==> config.mk <==
export PLATFORM = sky130hd
export DESIGN_NAME = fp_format_classifier
export DESIGN_NICKNAME = d
export VERILOG_FILES = /design/src/fp_fmt_pkg.sv /design/src/fp_format_classifier.sv
export SDC_FILE = /design/constraint.sdc
export NUM_CORES = 1
export LEC_CHECK = 0
export BUFFER_PORTS_ARGS = -buffer_cell sky130_fd_sc_hd__buf_2
export CAP_MARGIN = 20
export CORE_MARGIN = 5
export CORE_UTILIZATION = 40
export CTS_BUF_LIST = sky130_fd_sc_hd__clkbuf_16
export DETAILED_ROUTE_END_ITERATION = 10
export PLACE_DENSITY = 0.65
export SLEW_MARGIN = 30
export SYNTH_ARGS = -nofsm -noshare
export SYNTH_HDL_FRONTEND = slang
export SYNTH_SLANG_ARGS = --single-unit
==> constraint.sdc <==
create_clock -name i_sys_clk -period 1.01 [get_ports i_sys_clk]
set_input_delay 0.1515 -clock i_sys_clk [delete_from_list [all_inputs] [get_ports i_sys_clk]]
set_output_delay 0.1515 -clock i_sys_clk [all_outputs]
set_load 0.02 [all_outputs]
==> src/fp_fmt_pkg.sv <==
package fp_fmt_pkg;

    // Double precision layout
    localparam int DP_EXP_W      = 11;
    localparam int DP_MAN_W      = 52;
    localparam int DP_SIGN_POS   = 63;
    localparam int DP_EXP_LSB    = 52;
    localparam int DP_BIAS       = 1023;
    localparam int DP_DENORM_EXP = -1022;
    localparam int DP_HI_EXP_LSB = 20;
    localparam int DP_HI_MAN_MSB = 19;
    localparam logic [10:0] DP_EXP_MAX_NORM = 11'h7_fe;
    localparam logic [10:0] DP_EXP_ONES     = 11'h7_ff;

    // Single precision layout
    localparam int SP_EXP_W      = 8;
    localparam int SP_MAN_W      = 23;
    localparam int SP_SIGN_POS   = 31;
    localparam int SP_EXP_LSB    = 23;
    localparam int SP_BIAS       = 127;
    localparam logic [7:0] SP_EXP_ONES = 8'hff;

    // Exception bit positions
    localparam int EXC_INVALID  = 4;
    localparam int EXC_DIVZERO  = 3;
    localparam int EXC_OVERFLOW = 2;
    localparam int EXC_UNDERFLOW = 1;
    localparam int EXC_INEXACT  = 0;

    typedef enum logic [1:0] {
        round_nearest          = 2'h0,
        round_toward_zero      = 2'h1,
        round_toward_plus_inf  = 2'h2,
        round_toward_minus_inf = 2'h3
    } round_mode_t;

    typedef struct packed {
        logic is_zero;
        logic is_denorm;
        logic is_normal;
        logic is_inf;
        logic is_qnan;
        logic is_snan;
    } fp_class_t;

    typedef struct packed {
        logic        sign;
        logic [10:0] exp;
        logic [51:0] man;
    } dp_fields_t;

    typedef struct packed {
        fp_class_t   cls;
        dp_fields_t  f;
        logic        dbl;
    } fp_unpacked_t;

endpackage

==> src/fp_format_classifier.sv <==
`timescale 1ns/1ps
// Behaviour
// (RULE_01) Four rounding choices; nearest ties go toward zero.
// (RULE_02) Result equals exact value rounded once by the selected choice.
// (RULE_03) Detect invalid, divide by zero, overflow, underflow, inexact.
// (RULE_04) Untrapped overflow/divide give signed infinity; invalid gives a NaN. Code gives largest value on overflow toward zero or against sign.
// (RULE_05) Quiet NaN operand gives NaN silently; signalling NaN raises invalid.
// (RULE_06) Each exception class can be trapped separately by software.
// (RULE_07) Double exponent is 11 bits with bias 1023.
// (RULE_08) Compare uses signed-integer logic on the same bit patterns.
// (RULE_09) Double exponents 1..2046 are normal; all-zero and all-one reserved.
// (RULE_10) Separate sign bit, 0 positive, 1 negative; mantissa is magnitude.
// (RULE_11) Normal double: hidden one, value 1.m times 2^(E-1023).
// (RULE_12) Zero exponent: zero if mantissa zero, else denormal 0.m*2^-1022.
// (RULE_13) Denormal operands or results are handed to software.
// (RULE_14) All-ones exponent: infinity if mantissa zero, else NaN.
// (RULE_15) NaN is quiet if mantissa MSB zero, signalling if one.
// (RULE_16) Single: sign bit 31, exponent 30..23, mantissa 22..0.
// (RULE_17) Double high word: sign 31, exponent 30..20, mantissa 19..0.
// (RULE_18) Double in memory: big-endian high word first, little low first.
// (RULE_19) Two-bit rounding field: 0 nearest, 1 zero, 2 plus, 3 minus.
// (RULE_20) Overflow yields infinity or largest value by rounding choice.
// (RULE_21) Cause, enable, flag are five bits: invalid,divzero,ovf,unf,inexact.
// (RULE_22) Exactly one class asserted per unpacked operand.
module fp_format_classifier (
    input  wire logic                       i_sys_clk,
    input  wire logic                       i_rstn,
    input  wire logic                       i_valid,
    input  wire logic                       i_dbl,
    input  wire logic                       i_from_mem,
    input  wire logic                       i_big_endian,
    input  wire logic [63:0]                i_op_a,
    input  wire logic [63:0]                i_op_b,
    input  wire logic [1:0]                 i_round_mode,
    input  wire logic [4:0]                 i_trap_enable,
    input  wire logic                       i_res_sign,
    input  wire logic [12:0]                i_res_exp,
    input  wire logic [55:0]                i_res_man,
    input  wire logic                       i_res_sticky,
    input  wire logic                       i_div_by_zero,
    input  wire logic                       i_invalid_op,
    output logic                            o_valid,
    output fp_fmt_pkg::fp_unpacked_t        o_unp_a,
    output fp_fmt_pkg::fp_unpacked_t        o_unp_b,
    output logic                            o_a_lt_b,
    output logic                            o_a_eq_b,
    output logic                            o_unordered,
    output logic [63:0]                     o_result,
    output logic [4:0]                      o_cause,
    output logic                            o_trap,
    output logic                            o_unimpl
);
    import fp_fmt_pkg::*;

    // Operand reordering for memory doubles
    function automatic logic [63:0] fix_order(input logic [63:0] w, input logic mem,
                                              input logic big);
        // Memory image: bits 31:0 are the lower address word
        if (mem && big) begin
            fix_order = {w[31:0], w[63:32]}; // RULE_18
        end else begin
            fix_order = w; // RULE_18
        end
    endfunction

    function automatic fp_unpacked_t unpack(input logic [63:0] w, input logic dbl);
        fp_unpacked_t u;
        logic         ez;
        logic         eo;
        logic         mz;
        logic         mmsb;
        u = '0;
        u.dbl = dbl;
        if (dbl) begin
            u.f.sign = w[DP_SIGN_POS]; // RULE_10 RULE_17
            u.f.exp  = w[DP_SIGN_POS-1:DP_EXP_LSB]; // RULE_07 RULE_17
            u.f.man  = w[DP_MAN_W-1:0]; // RULE_17
            ez   = (u.f.exp == '0);
            eo   = (u.f.exp == DP_EXP_ONES); // RULE_14
            mz   = (u.f.man == '0);
            mmsb = u.f.man[DP_MAN_W-1];
        end else begin
            // Single widened: exponent and mantissa left in native field
            u.f.sign = w[SP_SIGN_POS]; // RULE_16
            u.f.exp  = {3'h0, w[SP_SIGN_POS-1:SP_EXP_LSB]}; // RULE_16
            u.f.man  = {29'h0, w[SP_MAN_W-1:0]}; // RULE_16
            ez   = (w[SP_SIGN_POS-1:SP_EXP_LSB] == '0);
            eo   = (w[SP_SIGN_POS-1:SP_EXP_LSB] == SP_EXP_ONES);
            mz   = (w[SP_MAN_W-1:0] == '0);
            mmsb = w[SP_MAN_W-1];
        end
        u.cls.is_zero   = ez && mz; // RULE_12
        u.cls.is_denorm = ez && !mz; // RULE_12
        u.cls.is_normal = !ez && !eo; // RULE_09 RULE_11
        u.cls.is_inf    = eo && mz; // RULE_14
        u.cls.is_qnan   = eo && !mz && !mmsb; // RULE_15
        u.cls.is_snan   = eo && !mz && mmsb; // RULE_15
        return u;
    endfunction

    logic [63:0]  wa;
    logic [63:0]  wb;
    fp_unpacked_t ua;
    fp_unpacked_t ub;
    logic         lt_c;
    logic         eq_c;
    logic         unord_c;

    always_comb begin
        wa = fix_order(i_op_a, i_from_mem && i_dbl, i_big_endian);
        wb = fix_order(i_op_b, i_from_mem && i_dbl, i_big_endian);
        ua = unpack(wa, i_dbl);
        ub = unpack(wb, i_dbl);
    end

    // Compare as sign-magnitude integers; zeros of both signs are equal
    always_comb begin
        logic [62:0] ma;
        logic [62:0] mb;
        ma = i_dbl ? wa[62:0] : {32'h0, wa[30:0]};
        mb = i_dbl ? wb[62:0] : {32'h0, wb[30:0]};
        unord_c = ua.cls.is_qnan || ua.cls.is_snan || ub.cls.is_qnan || ub.cls.is_snan;
        eq_c = !unord_c && ((ma == mb && ua.f.sign == ub.f.sign)
                            || (ua.cls.is_zero && ub.cls.is_zero)); // RULE_08
        if (unord_c || eq_c) begin
            lt_c = 1'b0;
        end else if (ua.f.sign != ub.f.sign) begin
            lt_c = ua.f.sign; // RULE_08
        end else begin
            lt_c = ua.f.sign ? (ma > mb) : (ma < mb); // RULE_08
        end
    end

    // Rounding and packing of the result
    // Result mantissa: [55] hidden one, then fraction, then guard and round bits.
    // Exact value is supplied with a sticky bit; rounding is applied once here.
    logic [63:0] res_c;
    logic [4:0]  cause_c;
    logic        unimpl_c;

    always_comb begin
        logic [52:0] frac;
        logic [1:0]  gr;
        logic        inexact;
        logic        up;
        logic        half;
        logic        above;
        logic [53:0] rnd;
        logic [12:0] e;
        logic        ovf;
        logic        tiny;
        logic        nan_in;
        logic        snan_in;
        logic [12:0] emax;
        logic [4:0]  shift;
        logic [52:0] mr;
        frac    = '0;
        gr      = '0;
        up      = 1'b0;
        rnd     = '0;
        mr      = '0;
        inexact = 1'b0;
        half    = 1'b0;
        above   = 1'b0;
        e       = '0;
        ovf     = 1'b0;
        tiny    = 1'b0;
        nan_in  = 1'b0;
        snan_in = 1'b0;
        res_c   = '0;
        cause_c = '0;
        emax    = i_dbl ? 13'h0_7fe : 13'h0_0fe;
        shift   = i_dbl ? 5'h00 : 5'h1d;
        // Single keeps its 24-bit mantissa in the top of the field
        frac = i_res_man[55:3];
        gr   = i_dbl ? i_res_man[2:1] : i_res_man[31:30];
        inexact = i_dbl ? (|i_res_man[2:0] || i_res_sticky)
                        : (|i_res_man[31:0] || i_res_sticky);
        half  = gr[1] && !gr[0] && (i_dbl ? !i_res_man[0] : ~|i_res_man[29:0])
                && !i_res_sticky;
        above = gr[1] && !half;
        unique case (round_mode_t'(i_round_mode)) // RULE_19
            round_nearest:          up = above; // RULE_01
            round_toward_zero:      up = 1'b0; // RULE_01
            round_toward_plus_inf:  up = inexact && !i_res_sign; // RULE_01
            round_toward_minus_inf: up = inexact && i_res_sign; // RULE_01
        endcase
        // Single mantissa LSB sits at bit 29 of the shared field
        rnd = {1'b0, frac} + (i_dbl ? 54'h1 : 54'h2000_0000); // RULE_02
        rnd = up ? rnd : {1'b0, frac};
        e   = i_res_exp;
        if (rnd[53]) begin
            rnd = rnd >> 1;
            e   = e + 13'h1;
        end
        mr   = rnd[52:0] >> shift;
        ovf  = !e[12] && (e > emax);
        tiny = e[12] || (e == '0) || (i_res_man[55] == 1'b0);
        nan_in  = ua.cls.is_qnan || ua.cls.is_snan || ub.cls.is_qnan || ub.cls.is_snan;
        snan_in = ua.cls.is_snan || ub.cls.is_snan;
        cause_c[EXC_INVALID]  = i_invalid_op || snan_in; // RULE_03 RULE_05
        cause_c[EXC_DIVZERO]  = i_div_by_zero && !nan_in; // RULE_03
        cause_c[EXC_OVERFLOW] = ovf && !nan_in && !i_div_by_zero; // RULE_03
        cause_c[EXC_UNDERFLOW] = tiny && inexact && !nan_in; // RULE_03
        cause_c[EXC_INEXACT]  = (inexact || ovf) && !nan_in && !i_div_by_zero; // RULE_03
        if (cause_c[EXC_INVALID] || nan_in) begin
            // Default quiet NaN: mantissa MSB clear, rest ones
            res_c = i_dbl ? {1'b0, DP_EXP_ONES, 1'b0, 51'h7_ffff_ffff_ffff}
                          : {32'h0, 1'b0, SP_EXP_ONES, 1'b0, 22'h3f_ffff}; // RULE_04 RULE_05
        end else if (i_div_by_zero || (ovf && (i_round_mode == round_nearest
                     || (i_round_mode == round_toward_plus_inf && !i_res_sign)
                     || (i_round_mode == round_toward_minus_inf && i_res_sign)))) begin
            res_c = i_dbl ? {i_res_sign, DP_EXP_ONES, 52'h0}
                          : {32'h0, i_res_sign, SP_EXP_ONES, 23'h0}; // RULE_04 RULE_20
        end else if (ovf) begin
            res_c = i_dbl ? {i_res_sign, DP_EXP_MAX_NORM, {52{1'b1}}}
                          : {32'h0, i_res_sign, 8'hfe, 23'h7f_ffff}; // RULE_20
        end else if (i_dbl) begin
            res_c = {i_res_sign, e[10:0], mr[51:0]}; // RULE_11
        end else begin
            res_c = {32'h0, i_res_sign, e[7:0], mr[22:0]};
        end
        // Denormal in or out goes to software; a NaN in does not punt here
        unimpl_c = ua.cls.is_denorm || ub.cls.is_denorm || (tiny && !nan_in
                   && !i_div_by_zero && !cause_c[EXC_INVALID]); // RULE_13
    end

    always_ff @(posedge i_sys_clk or negedge i_rstn) begin
        if (!i_rstn) begin
            o_valid     <= 1'b0;
            o_unp_a     <= '0;
            o_unp_b     <= '0;
            o_a_lt_b    <= 1'b0;
            o_a_eq_b    <= 1'b0;
            o_unordered <= 1'b0;
            o_result    <= '0;
            o_cause     <= '0;
            o_trap      <= 1'b0;
            o_unimpl    <= 1'b0;
        end else begin
            o_valid     <= i_valid;
            o_unp_a     <= ua;
            o_unp_b     <= ub;
            o_a_lt_b    <= lt_c;
            o_a_eq_b    <= eq_c;
            o_unordered <= unord_c;
            o_result    <= res_c;
            o_cause     <= i_valid ? cause_c : 5'h0_0; // RULE_21
            o_trap      <= i_valid && (|(cause_c & i_trap_enable) || unimpl_c); // RULE_06
            o_unimpl    <= i_valid && unimpl_c; // RULE_13
        end
    end

    // Gated by o_valid: the reset value of the class vector is all zero
    a_one_class_a: assert property (@(posedge i_sys_clk) disable iff (!i_rstn) // RULE_22
        o_valid |-> $onehot(o_unp_a.cls)) else $error("operand a class not one-hot");
    a_one_class_b: assert property (@(posedge i_sys_clk) disable iff (!i_rstn) // RULE_22
        o_valid |-> $onehot(o_unp_b.cls)) else $error("operand b class not one-hot");
    a_snan_invalid: assert property (@(posedge i_sys_clk) disable iff (!i_rstn) // RULE_05
        i_valid && (ua.cls.is_snan || ub.cls.is_snan) |=> o_cause[EXC_INVALID])
        else $error("signalling NaN did not raise invalid");
    a_qnan_silent: assert property (@(posedge i_sys_clk) disable iff (!i_rstn) // RULE_05
        i_valid && ua.cls.is_qnan && !ub.cls.is_snan && !i_invalid_op
        |=> o_cause == 5'h0_0) else $error("quiet NaN raised exception");
    a_denorm_punt: assert property (@(posedge i_sys_clk) disable iff (!i_rstn) // RULE_13
        i_valid && (ua.cls.is_denorm || ub.cls.is_denorm) |=> o_unimpl && o_trap)
        else $error("denormal operand not handed to software");
    a_trap_enable: assert property (@(posedge i_sys_clk) disable iff (!i_rstn) // RULE_06
        o_valid && |(o_cause & $past(i_trap_enable)) |-> o_trap)
        else $error("enabled exception did not trap");
    a_divz_inf: assert property (@(posedge i_sys_clk) disable iff (!i_rstn) // RULE_04
        i_valid && i_dbl && i_div_by_zero && !i_invalid_op && !unord_c
        |=> o_result[62:52] == DP_EXP_ONES && o_result[51:0] == '0
            && o_result[63] == $past(i_res_sign)) else $error("divide by zero not infinity");
    a_dbl_normal: assert property (@(posedge i_sys_clk) disable iff (!i_rstn) // RULE_09
        o_unp_a.dbl && o_unp_a.cls.is_normal |-> o_unp_a.f.exp >= 11'h001
            && o_unp_a.f.exp <= DP_EXP_MAX_NORM) else $error("normal exponent out of range");
    a_cmp_order: assert property (@(posedge i_sys_clk) disable iff (!i_rstn) // RULE_08
        !(o_a_lt_b && o_a_eq_b) && !(o_unordered && (o_a_lt_b || o_a_eq_b)))
        else $error("compare outputs inconsistent");

endmodule // fp_format_classifier

Yosys cells after proc, flatten, opt, wreduce, memory -nomap -nowiden
Cells that the tools add are included.
- bits in registers: 216
- bits of input ports: 214
- output and inout bits: 217
- bitwise logic cells: 2
- equal/unequal tests: 10
- order comparisons: 3
- reduce and logical (&&, ||, !) cells: 92
- shift-type cells: 1
- $add $sub $neg: 2
- muxes and demuxes: 35
- operator list (operator ; number):
    $mux W64 ; 10
    $mux W63 ; 3
    $logic_not A52 Y1 ; 2
    $eq A63 B63 Y1 ; 1
    $gt A63 B63 Y1 ; 1
    $lt A63 B63 Y1 ; 1
    $add A53 B30 Y54 ; 1
    $mux W54 ; 1
    $mux W53 ; 1
    $shr A53 B5 Y52 ; 1
    $logic_not A23 Y1 ; 2
    $logic_and A1 B1 Y1 ; 41
    $reduce_or A32 Y1 ; 1
    $mux W30 ; 1
    $reduce_or A30 Y1 ; 1
    $eq A11 B11 Y1 const B ; 2
    $logic_not A11 Y1 ; 2
    $logic_or A1 B1 Y1 ; 19
    $logic_not A1 Y1 ; 18
    $eq A8 B8 Y1 const B ; 2
    $logic_not A8 Y1 ; 2
    $add A13 B1 Y13 const B ; 1
    $gt A13 B11 Y1 ; 1
    $logic_not A13 Y1 ; 1
    other kinds (15) ; 29

Longest topological paths before layout
Gate-level depths: netlist of the first run.
- depth after elaboration: 19
- depth in mapped cells: 27

Worst setup path before layout of the first run
No wires, ideal clock.
- path type: input port to flip-flop
- from: input i_dbl
- to: register o_result[60]
- arrival: 5.258 ns
- cell stages on the path: 26
- setup time: 0.125 ns
- setup slack: -4.373 ns
- cells stage by stage: inv_2 > clkbuf_1 > clkbuf_1 > buf_1 > ha_1 > and4_1 > and4_1 > clkbuf_1 > o21ai_0 > or3_1 > clkbuf_1 > buf_1 > or3_1 > nor2_1 > xor2_1 > ha_1 > nand3_1 > or2_2 > nor3_1 > mux2_4 > o211ai_1 > a21oi_2 > nor2b_1 > buf_2 > nor2_8 > mux2_2
- cells in the longest elaborated chain, start to end: 16
- elaborated cells between the ends (all ways): 63
- those cells by class: add/sub: 1; order compare: 1; eq/ne: 4; mux: 23; reduce/logical: 34
- RTL lines (element ; RTL line ; source):
    start: declaration ; fp_format_classifier.sv:29 ; input wire logic i_dbl,
    branches (longest 15 deep; another with $add A53 B30 Y54) ; n/a ;
    $mux W64 (*) ; fp_format_classifier.sv:206 ; if (cause_c[EXC_INVALID] || nan_in) begin
    net res_c[60] ; fp_format_classifier.sv:137 ; logic [63:0] res_c;
    end signal: assignment ; fp_format_classifier.sv:247 ; o_result <= res_c;
    end: declaration ; fp_format_classifier.sv:48 ; output logic [63:0] o_result,
Mark *: on every way through the listed nets, which the timed path passes.

Worst setup path in the final report of the first run
- from: input i_res_man[37]
- to: register o_result[43]
- cells in the longest elaborated chain, start to end: 9
- elaborated cells between the ends (all ways): 14
- those cells by class: add/sub: 1; order compare: 1; shift: 1; mux: 7; reduce/logical: 4
- RTL lines (element ; RTL line ; source):
    start: declaration ; fp_format_classifier.sv:38 ; input wire logic [55:0] i_res_man,
    $add A53 B30 Y54 ; fp_format_classifier.sv:189 ; rnd = {1'b0, frac} + (i_dbl ? 54'h1 : 54'h2000_0000);
    $mux W54 (*) ; fp_format_classifier.sv:190 ; rnd = up ? rnd : {1'b0, frac};
    $mux W13 ; fp_format_classifier.sv:192 ; if (rnd[53]) begin
    $gt A13 B11 Y1 or $logic_not A1 Y1 (tied branches) ; fp_format_classifier.sv:197 ; ovf = !e[12] && (e > emax);
    $logic_and A1 B1 Y1 ; fp_format_classifier.sv:197 ;
    $logic_and A1 B1 Y1 ; fp_format_classifier.sv:210 ; end else if (i_div_by_zero || (ovf && (i_round_mode == round_nearest
    $logic_or A1 B1 Y1 ; fp_format_classifier.sv:210 ;
    $mux W64 (*) ; fp_format_classifier.sv:210 ;
    $mux W64 (*) ; fp_format_classifier.sv:206 ;
    net res_c[43] ; fp_format_classifier.sv:137 ;
The timed path passes the listed nets; every way through them passes the cells marked *.

==> qor.tcl, run 1 <==
set qor(area_growth_syn_to_fin_pct) 91.8
set qor(failed_checks) {hold timing, setup timing}
set qor(netlist_top_cells_count) {323 x sky130_fd_sc_hd__nand2_1, 216 x sky130_fd_sc_hd__dfrtp_1, 110 x sky130_fd_sc_hd__nor2_1, 107 x sky130_fd_sc_hd__a21oi_1, 74 x sky130_fd_sc_hd__ha_1}
set qor(hold_buffer_count_at_cts) 15
set qor(post-route-drc-count) 0
set qor(finalPower_mw) 28.2
set qor(synth.yosys.warnings) 0
set qor(arrival_ns) 4.38
set qor(criticalPathCategory) {primary input to register}
set qor(finalSetupViolCount) 426
set qor(numPortBuffers) 430
set qor(postSynthCellCount) 1613
set qor(average_wire_per_standard_cell_um) 23.2
set qor(core.rowCount) 67
set qor(cts_tree) {done}
set qor(grt_pass1_vias) 17600
set qor(ioPinCount) 431
set qor(power_per_cell_area_nw_per_um2) 1080
set qor(cell_area_reported_after_detailed_placement_um2) 21100
set qor(grt_antenna_before_repair) 0
set qor(final-instance-count-excl-fill) 3179
set qor(most_frequently_used_cell_type_in_the_post_synthesis_netlist) {sky130_fd_sc_hd__nand2_1}
set qor(worst_pin_slew_ns) 0.835
set qor(final.period_utilization_pct) 391
set qor(synth_edf_count) 0
set qor(nets) 3001
set qor(clock-root-buffer) {sky130_fd_sc_hd__clkbuf_16}
set qor(syn_avg_cell_area_um2) 8.41
set qor(via_count) 17800
set qor(synth-async-reset-ratio_pct) 100
set qor(sequential_cell_area_fraction_in_the_yosys_report_pct) 39.8
set qor(worstPathRequired_ns) 1.44
set qor(timing.fmax_mhz) 254
set qor(start_util_pct) 40.5
set qor(final_cell_area_um2) 26000
set qor(grt_pass1_wl_um) 104000
set qor(diodes) 0
set qor(setup_total_negative_slack_ns) -287.55
set qor(rsz0062_at_grt) {true}
set qor(yosys_most_used_dff) {sky130_fd_sc_hd__dfrtp_1}
set qor(crit_path_end) {o_result[43]$_DFF_PN0_}
set qor(timing.final.hold_violations) 11
set qor(place_hpwl_um) 54600
set qor(antenna_violating_nets_post_route) 0
set qor(wirelength_um) 73800
set qor(crit_path_start_kind) {primary input}
set qor(die-width_um) 194
set qor(worst_slew_margin_rel_pct) 43.9
set qor(cts_htree_levels) 1
set qor(maximum_capacitance_violations) 0
set qor(worstSetupEndpointType) {register}
set qor(postLayoutSetupSlackWorst_ns) -2.93
set qor(cts_inserted_buffers) 25
set qor(global_route.overflow_total) 0
set qor(clock_path_buffers) 3
set qor(run_status) {finished with violations}
set qor(crit_start) {i_res_man[37]}
set qor(cts_num_sinks) 216
set qor(fin_crit_ns) 3.94
set qor(gp_congestion) 1.02
set qor(share_of_final_layout_standard_cells_stronger_than_drive_strength_1_pct) 56.5
set qor(drtIter0Drc) 1519
set qor(clock_input_transition_at_the_sequential_cells_of_the_worst_setup_and_hold_paths_ns) 0.06
set qor(synthTopCellsByArea) {sky130_fd_sc_hd__dfrtp_1 40%, sky130_fd_sc_hd__nand2_1 8.9%, sky130_fd_sc_hd__ha_1 6.8%, sky130_fd_sc_hd__a21oi_1 3.9%, sky130_fd_sc_hd__nor2_1 3.0%}
set qor(synthesis.area_um2) 13600
set qor(dp_cells) 3003
set qor(die_footprint_um2) 37700
set qor(grt_usage_pct) 35.1
set qor(worst_hold_path_type) {primary input to register}
set qor(drtPass1Iterations) 6
set qor(final-max-slew-violation-count) 0
set qor(synth.ff_latch_count) 216
set qor(synth_area_leader_cell) {sky130_fd_sc_hd__dfrtp_1}
set qor(synth_largest_type_area_fraction_pct) 39.8
set qor(detail_route.vias_per_cell) 5.60
set qor(total_leakage_power_nw) 12.9
set qor(critical_path.max_fanout) 5
set qor(hold_slack_ns) -0.0935
set qor(floorplan.die.height_um) 194
set qor(syn-num-nets) 1901
set qor(grt_max_degree) 91
set qor(worst_ir_drop_vdd_v) 0.00112
set qor(core_um2) 33500
set qor(yosysUniqueCellTypes) 76
==> flip-flops by register name, indices dropped and copies added (netlist names) <==
name and flops:
o_unp_b 71, o_a_eq_b 1, o_result 64, o_cause 5
o_trap 1, o_unordered 1, o_unp_a 70, o_a_lt_b 1
o_valid 1, o_unimpl 1
==> stage by stage <==
stage	hold slack (ns)	utilization [%]	setup WS, ns
finish	-0.0935	77.6	-2.93
global route	-0.0943	77.6	-3.06
CTS	-0.0960	70.4	-2.88
detailed placement	0.0844	62.8	-3.88
global placement	0.0786	62.8	-3.73
floorplan	-0.144	-	-3.56
==> where the power goes <==
group | internal [mW] | leakage, nW | total [mW] | switching [mW]
sequential | 9.24 | 2.64 | 9.59 | 0.354
combinational | 4.73 | 9.91 | 9.81 | 5.08
clock | 4.82 | 0.392 | 8.78 | 3.96
total | 18.8 | 12.9 | 28.2 | 9.40
==> metal layers <==
metal / global-route usage [%] / routed length (um)
met1: 44.7 / 28200
met3: 5.35 / 5840
met5: 0 / 0
met2: 59.3 / 35300
met4: 15.9 / 4440
==> cells in the final DEF (no fill, tap or decap), types with 13 or more instances in the layout <==
cell type                       synthesis  final
sky130_fd_sc_hd__a21o_1                35     35
sky130_fd_sc_hd__a21oi_1              107     60
sky130_fd_sc_hd__a21oi_2               11     46
sky130_fd_sc_hd__a31oi_1               14     13
sky130_fd_sc_hd__and3_1                23     19
sky130_fd_sc_hd__and4_1                13     13
sky130_fd_sc_hd__buf_12                 0     28
sky130_fd_sc_hd__buf_2                 12    264
sky130_fd_sc_hd__buf_4                  2    560
sky130_fd_sc_hd__buf_6                  3    277
sky130_fd_sc_hd__clkbuf_16              0     30
sky130_fd_sc_hd__dfrtp_1              216    216
sky130_fd_sc_hd__dlygate4sd3_1          0     15
sky130_fd_sc_hd__ha_1                  74     63
sky130_fd_sc_hd__inv_1                 65     48
sky130_fd_sc_hd__inv_2                  1     18
sky130_fd_sc_hd__mux2i_1               30     22
sky130_fd_sc_hd__nand2_1              323    232
sky130_fd_sc_hd__nand2_2                0     71
sky130_fd_sc_hd__nand2_4                0     20
sky130_fd_sc_hd__nand2b_4               0     20
sky130_fd_sc_hd__nand3_1               42     35
sky130_fd_sc_hd__nand4_1               48     48
sky130_fd_sc_hd__nor2_1               110     91
sky130_fd_sc_hd__nor3_1                40     30
sky130_fd_sc_hd__nor4_1                42     39
sky130_fd_sc_hd__o21ai_0               70     33
sky130_fd_sc_hd__o21ai_1                1     21
sky130_fd_sc_hd__o21ai_2                0     16
sky130_fd_sc_hd__xnor2_1               34     34
sky130_fd_sc_hd__xor2_1                23     23
==> worst max-delay path: stages <==
cell and delay, ns:
sky130_fd_sc_hd__buf_6 0.08, sky130_fd_sc_hd__nand3_4 0.07, sky130_fd_sc_hd__or3_4 0.40, sky130_fd_sc_hd__or4_4 0.54
sky130_fd_sc_hd__or3_4 0.42, sky130_fd_sc_hd__or3_4 0.40, sky130_fd_sc_hd__nor2_4 0.09, sky130_fd_sc_hd__xor2_1 0.18
sky130_fd_sc_hd__ha_1 0.27, sky130_fd_sc_hd__nand3_1 0.07, sky130_fd_sc_hd__or2_4 0.13, sky130_fd_sc_hd__nor3_2 0.04
sky130_fd_sc_hd__mux2_4 0.27, sky130_fd_sc_hd__o22a_1 0.22, sky130_fd_sc_hd__a21oi_2 0.16, sky130_fd_sc_hd__buf_4 0.14
sky130_fd_sc_hd__nor2b_4 0.05, sky130_fd_sc_hd__buf_12 0.13, sky130_fd_sc_hd__nor3_4 0.21, sky130_fd_sc_hd__buf_6 0.16
sky130_fd_sc_hd__buf_8 0.14, sky130_fd_sc_hd__a21oi_2 0.06
==> how the worst min path moves through the flow <==
stage,from,slack (ns),depth (start not counted),endpoint
floorplan,i_rstn,-0.14,0,o_a_eq_b$_DFF_PN0_
global placement,i_rstn,0.08,1,o_unp_a[37]$_DFF_PN0_
detailed placement,i_rstn,0.08,1,o_unp_a[37]$_DFF_PN0_
CTS,i_op_a[9],-0.1,3,o_unp_a[42]$_DFF_PN0_
global route,i_op_a[9],-0.09,3,o_unp_a[42]$_DFF_PN0_
finish,i_op_a[9],-0.09,3,o_unp_a[42]$_DFF_PN0_
==> cell families (layout without fill, tap and decap cells) <==
family	after synthesis	count (layout)	synth area share [%]
multiplexers	43	43	3.32
XOR/XNOR	57	57	3.68
buffers and inverters	160	1277	4.76
adder cells (fa/ha/maj)	74	74	6.82
flip-flops	216	216	39.8
AO/OA/AOI/OAI	337	337	16.2
AND/OR/NAND/NOR	726	727	25.4
==> cell type report <==
class                           instances  area [um^2]
Clock inverter                         20          145
Fill cell                            2239         7510
Clock buffer                           25          626
Sequential cell                       216         5410
Multi-Input combinational cell       1238         9230
Inverter                               66          260
Tap cell                              448          561
Timing Repair Buffer                 1166         9790
==> timing repair <==
action                     in CTS  in global routing
buffers inserted               66                 70
hold endpoints to repair      243                  9
setup endpoints to repair     429                414
gates cloned                    7                  5
pin swaps                      62                 56
gates resized for setup       242                564
(Power assumes the default switching activity.)
==> run 2, diff against run 1 <==
- CORE_MARGIN: 5 -> 3
- TNS_END_PERCENT: unset -> 1
==> qor.tcl, run 2 (synthesis results as in run 1) <==
set qor(run_status) {finished with violations}
set qor(failed_checks) {hold timing, setup timing}
set qor(total_leakage_power_nw) 11.7
set qor(start_util_pct) 41.2
set qor(worstSetupEndpointType) {register}
set qor(detail_route.vias_per_cell) 5.60
set qor(final-instance-count-excl-fill) 3047
set qor(diodes) 0
set qor(crit_chain) {buf_2 > nand3_2 > or3_4 > or4_4 > or3_4 > or3_4 > nor2_4 > xor2_1 > ha_1 > nand3_1 > or2_4 > nor3_2 > mux2_4 > o22a_1 > a21oi_2 > nor2b_2 > buf_12 > buf_8 > buf_16 > a211oi_2 > o21ai_1}
set qor(worst_slew_margin_rel_pct) 42.9
set qor(hold_buffer_count_at_cts) 14
set qor(largestRegisters) {o_unp_b x71, o_unp_a x70, o_result x64}
set qor(grt_max_degree) 91
set qor(nets) 2877
set qor(antenna_violating_nets_post_route) 0
set qor(cpPeakStageDelay_ns) 0.58
set qor(largest_register_ffs) 71
set qor(average_wire_per_standard_cell_um) 21.6
set qor(timing.final.hold_violations) 4
set qor(cts_htree_levels) 1
set qor(mostFrequentLayoutCells) {546 x sky130_fd_sc_hd__buf_4, 366 x sky130_fd_sc_hd__buf_2, 293 x sky130_fd_sc_hd__nand2_1}
set qor(fill_cells) 2589
set qor(hold_slack_ns) -0.0901
set qor(worst_pin_slew_ns) 0.857
set qor(postLayoutCoreUtil_pct) 69.6
set qor(gp_congestion) 1.05
set qor(area_growth_syn_to_fin_pct) 69.1
set qor(maximum_capacitance_violations) 0
set qor(cts_inserted_buffers) 24
set qor(cp_common_cell) {sky130_fd_sc_hd__or3_4}
set qor(floorplan.die.height_um) 190
set qor(global_route.overflow_total) 0
set qor(share_of_final_layout_standard_cells_stronger_than_drive_strength_1_pct) 48.3
set qor(worst_ir_drop_vdd_v) 0.00103
set qor(via_count) 17100
set qor(worstPathRequired_ns) 1.41
set qor(finalSetupViolCount) 406
set qor(timing.fmax_mhz) 250
set qor(core.rowCount) 66
set qor(die-width_um) 190
set qor(finalPower_mw) 26.5
set qor(clock_input_transition_at_the_sequential_cells_of_the_worst_setup_and_hold_paths_ns) 0.06
set qor(ioPinCount) 431
set qor(clock-root-buffer) {sky130_fd_sc_hd__clkbuf_16}
set qor(die_footprint_um2) 36200
set qor(worst_hold_path_type) {primary input to register}
set qor(power_per_cell_area_nw_per_um2) 1150
set qor(final-max-slew-violation-count) 0
set qor(place_hpwl_um) 51100
set qor(drtPass1Iterations) 6
set qor(post-route-drc-count) 0
set qor(grt_pass1_vias) 17100
set qor(postLayoutSetupSlackWorst_ns) -3.00
set qor(wirelength_um) 65700
set qor(dp_cells) 2959
set qor(leading_cell_type_in_the_layout_fill_and_taps_excluded) {sky130_fd_sc_hd__buf_4}
set qor(clock_path_buffers) 3
set qor(drtIter0Drc) 1542
set qor(final.period_utilization_pct) 397
set qor(cts_num_sinks) 216
set qor(slowest_stage) {sky130_fd_sc_hd__or4_4}
set qor(grt_antenna_before_repair) 2
set qor(critical_path.max_fanout) 7
set qor(core_um2) 32900
set qor(grt_pass1_wl_um) 96800
set qor(cts_tree) {done}
set qor(numPortBuffers) 430
set qor(arrival_ns) 4.41
set qor(largest-register) {o_unp_b}
set qor(crit_path_start_kind) {primary input}
set qor(fin_crit_ns) 4.01
set qor(criticalPathCategory) {primary input to register}
set qor(rsz0062_at_grt) {true}
set qor(grt_usage_pct) 34.4
==> run 2: cell count changes in the layout (fill, tap and decap cells not counted), sizes merged <==
cell / delta
clkinv: -6
bufinv: +1
dlygate4sd3: -1
clkinvlp: +1
buf: -113
bufbuf: -2
nand2b: -1
clkbuf: -6
inv: +1
==> run 2: worst paths after layout <==
check	startpoint	endpoint	cells after the start
min in group asynchronous	i_rstn	o_unp_a[35]$_DFF_PN0_	2
worst max-delay path	i_res_man[34]	o_result[8]$_DFF_PN0_	21
max in group asynchronous	i_rstn	o_result[58]$_DFF_PN0_	3
worst min-delay path	i_op_a[54]	o_unp_a[23]$_DFF_PN0_	3
==> run 2: cell type report <==
class                           count  area [um^2]  share of cell area [%]
Multi-Input combinational cell   1237         8260                    36.0
Timing Repair Buffer             1044         7700                    33.6
Sequential cell                   216         5410                    23.6
Clock buffer                       25          626                    2.73
Tap cell                          442          553                    2.41
Inverter                           66          260                    1.13
Clock inverter                     17          131                   0.573
==> run 2: power breakdown <==
| part | switching, mW | leakage [nW] | total, mW | internal, mW |
|---|---|---|---|---|
| Combinational | 4.57 | 8.64 | 8.43 | 3.86 |
| Clock | 3.56 | 0.385 | 8.52 | 4.96 |
| Sequential | 0.281 | 2.64 | 9.52 | 9.24 |
| Total | 8.41 | 11.7 | 26.5 | 18.1 |
==> run 2: metal layers <==
metal / vias to the layer above / share of wire [%] / global-route usage (%)
met3: 218 / 8.6 / 5.14
met4: 4 / 5.3 / 14.6
li1: 7670 / - / -
met2: 1003 / 48 / 59.8
met5: - / 0.035 / 0
met1: 8165 / 38 / 42.6
==> run 2: what timing repair did <==
item	CTS	global route
setup endpoints to repair	429	416
resized for setup	198	167
pin swaps	28	17
endpoints found under the hold margin	235	3
cloned	4	0
buffers inserted	28	3
==> run 2: worst max-delay path: cells and delay by family <==
kind / cells / cell delay (ns)
compound gates: 4 / 0.66
mux: 1 / 0.26
buf+inv: 4 / 0.50
xor+xnor: 1 / 0.23
fa+ha+maj: 1 / 0.30
simple gates: 10 / 2.27
==> run 2: stage by stage <==
| stage | setup WS [ns] | cell area, um^2 | setup TNS (ns) |
|---|---|---|---|
| final | -3.00 | 22900 | -275.19 |
| after global routing | -3.13 | 22900 | -292.02 |
| after CTS | -2.85 | 22400 | -264.15 |
| after detailed placement | -3.62 | 20400 | -404.51 |
| after global placement | -3.49 | 20400 | -393.55 |
| after floorplan | -3.56 | 13700 | -376.31 |
==> run 3, diff against run 2 <==
- ABC_CLOCK_PERIOD_IN_PS: unset -> 1010
- TNS_END_PERCENT: 1 -> 20
==> qor.tcl, run 3 (synthesis results as in run 1) <==
set qor(grt_pass1_wl_um) 101000
set qor(nets) 2939
set qor(share_of_final_layout_standard_cells_stronger_than_drive_strength_1_pct) 52.3
set qor(area_growth_syn_to_fin_pct) 78.2
set qor(final-instance-count-excl-fill) 3113
set qor(maximum_capacitance_violations) 0
set qor(worstSetupEndpointType) {register}
set qor(worstSetupPathDepth) 20
set qor(hold_slack_ns) -0.122
set qor(clkPwrFrac_pct) 34.3
set qor(place_hpwl_um) 52700
set qor(drtPass1Iterations) 6
set qor(post-route-drc-count) 0
set qor(cts_inserted_buffers) 26
set qor(clock-root-buffer) {sky130_fd_sc_hd__clkbuf_16}
set qor(global_route.overflow_total) 0
set qor(grt_pass1_vias) 17100
set qor(cts_htree_levels) 1
set qor(detail_route.vias_per_cell) 5.63
set qor(ioPinCount) 431
set qor(dp_cells) 2962
set qor(worst_ir_drop_vdd_v) 0.00124
set qor(die_footprint_um2) 36200
set qor(grt_antenna_before_repair) 1
set qor(failed_checks) {hold timing, setup timing}
set qor(drtIter0Drc) 1545
set qor(critical_path.max_fanout) 8
set qor(average_wire_per_standard_cell_um) 22.8
set qor(run_status) {finished with violations}
set qor(final-max-slew-violation-count) 0
set qor(holdPathEnd) {o_unp_a[17]$_DFF_PN0_}
set qor(wirelength_um) 70900
set qor(postLayoutSetupSlackWorst_ns) -2.89
set qor(antenna_violating_nets_post_route) 0
set qor(final.period_utilization_pct) 386
set qor(worstPathRequired_ns) 1.42
set qor(largest_register_ffs) 71
set qor(cts_num_sinks) 216
set qor(total_leakage_power_nw) 12.2
set qor(worst_pin_slew_ns) 0.877
set qor(cp_common_cell) {sky130_fd_sc_hd__or3_4}
set qor(start_util_pct) 41.2
set qor(largestRegisters) {o_unp_b x71, o_unp_a x70, o_result x64}
set qor(slowest_stage) {sky130_fd_sc_hd__or4_4}
set qor(cts_tree) {done}
set qor(grt_max_degree) 52
set qor(criticalPathCategory) {primary input to register}
set qor(arrival_ns) 4.31
set qor(rsz0062_at_grt) {true}
set qor(cpPeakStageDelay_ns) 0.51
set qor(floorplan.die.height_um) 190
set qor(finalSetupViolCount) 426
set qor(timing.critical_path.max_delay_family) {simple AND/OR/NAND/NOR gates}
set qor(diodes) 0
set qor(timing.final.hold_violations) 12
set qor(gp_congestion) 0.987
set qor(power.sequential.fraction_pct) 33.8
set qor(numPortBuffers) 430
set qor(power.switching_mw) 9.12
set qor(cp_num_buf_inv) 3
set qor(power_per_cell_area_nw_per_um2) 1170
set qor(die-width_um) 190
set qor(finalPower_mw) 28.2
set qor(power_frac_comb_pct) 31.9
set qor(internal_power_mw) 19.1
set qor(hold_start) {i_op_a[48]}
set qor(worst_slew_margin_rel_pct) 41.6
set qor(core_um2) 32900
set qor(via_count) 17500
set qor(core.rowCount) 66
set qor(switching_share_pct) 32.3
set qor(timing.fmax_mhz) 256
set qor(mostFrequentLayoutCells) {555 x sky130_fd_sc_hd__buf_4, 402 x sky130_fd_sc_hd__buf_2, 284 x sky130_fd_sc_hd__nand2_1}
set qor(whs_path_depth) 3
set qor(crit_chain) {buf_8 > nand3_4 > or3_4 > or4_4 > or3_4 > or3_4 > nor2_4 > xor2_2 > ha_1 > nand3_1 > or2_4 > nor3_2 > mux2_4 > o22a_1 > a21oi_2 > buf_4 > o21bai_4 > buf_6 > and2_4 > a31oi_2}
set qor(crit_path_start_kind) {primary input}
set qor(grt_usage_pct) 36.4
set qor(clock_path_buffers) 3
set qor(leading_cell_type_in_the_layout_fill_and_taps_excluded) {sky130_fd_sc_hd__buf_4}
set qor(clock_input_transition_at_the_sequential_cells_of_the_worst_setup_and_hold_paths_ns) 0.06
set qor(fin_crit_ns) 3.90
set qor(worst_hold_path_type) {primary input to register}
set qor(largest-register) {o_unp_b}
==> run 3: timing repair <==
action                                  CTS  global route
pin swaps                                42            76
resized for setup                       221           243
gates cloned                             10             4
endpoints found under the setup margin  430           427
hold endpoints to repair                249            11
hold buffers                             13             1
setup buffers                            52            32
==> run 3: stage by stage <==
step	setup slack [ns]	util, %	cell area (um^2)	setup TNS (ns)	hold slack [ns]
floorplan	-3.56	-	13700	-376.34	-0.144
global placement	-3.46	61.9	20400	-429.76	0.0670
detailed placement	-3.58	61.9	20400	-439.86	0.0684
CTS	-2.77	69.6	22900	-282.89	-0.148
global route	-3.01	73.4	24200	-309.00	-0.124
finish	-2.89	73.4	24200	-290.99	-0.122
==> run 3: how the worst max path moves through the flow <==
stage	startpoint	endpoint	slack [ns]
final	i_res_man[37]	o_result[13]$_DFF_PN0_	-2.89
after global routing	i_res_man[36]	o_result[19]$_DFF_PN0_	-3.01
after detailed placement	i_res_man[35]	o_result[19]$_DFF_PN0_	-3.58
after global placement	i_res_man[35]	o_result[13]$_DFF_PN0_	-3.46
after floorplan	i_dbl	o_result[60]$_DFF_PN0_	-3.56
after CTS	i_res_man[35]	o_result[13]$_DFF_PN0_	-2.77
==> run 3: power groups by stage <==
stage / clock network, mW / registers (mW) / logic [mW]
after floorplan: 0 / 10.3 / 2.35
after global placement: 0 / 9.67 / 7.29
after detailed placement: 0 / 9.66 / 7.38
after CTS: 9.72 / 9.51 / 8.16
after global routing: 10.1 / 9.57 / 9.54
final: 9.67 / 9.54 / 9.01
==> run 3: per-layer routing <==
metal  GRT usage, %  wire [um]  vias up
met4           17.8       4460        2
met2           59.8      32600     1089
met5              0         12        -
met3           5.53       6120      257
met1           47.1      27700     8362
li1               -          -     7801
==> run 3: area by class of cell <==
type                       instances  area (um^2)
timing repair buffer            1103         8260
fill                            2478         8770
clock inverter                    22          230
sequential                       216         5410
tap                              442          553
inverter                          66          263
multi-input combinational       1238         8820
clock buffer                      26          651
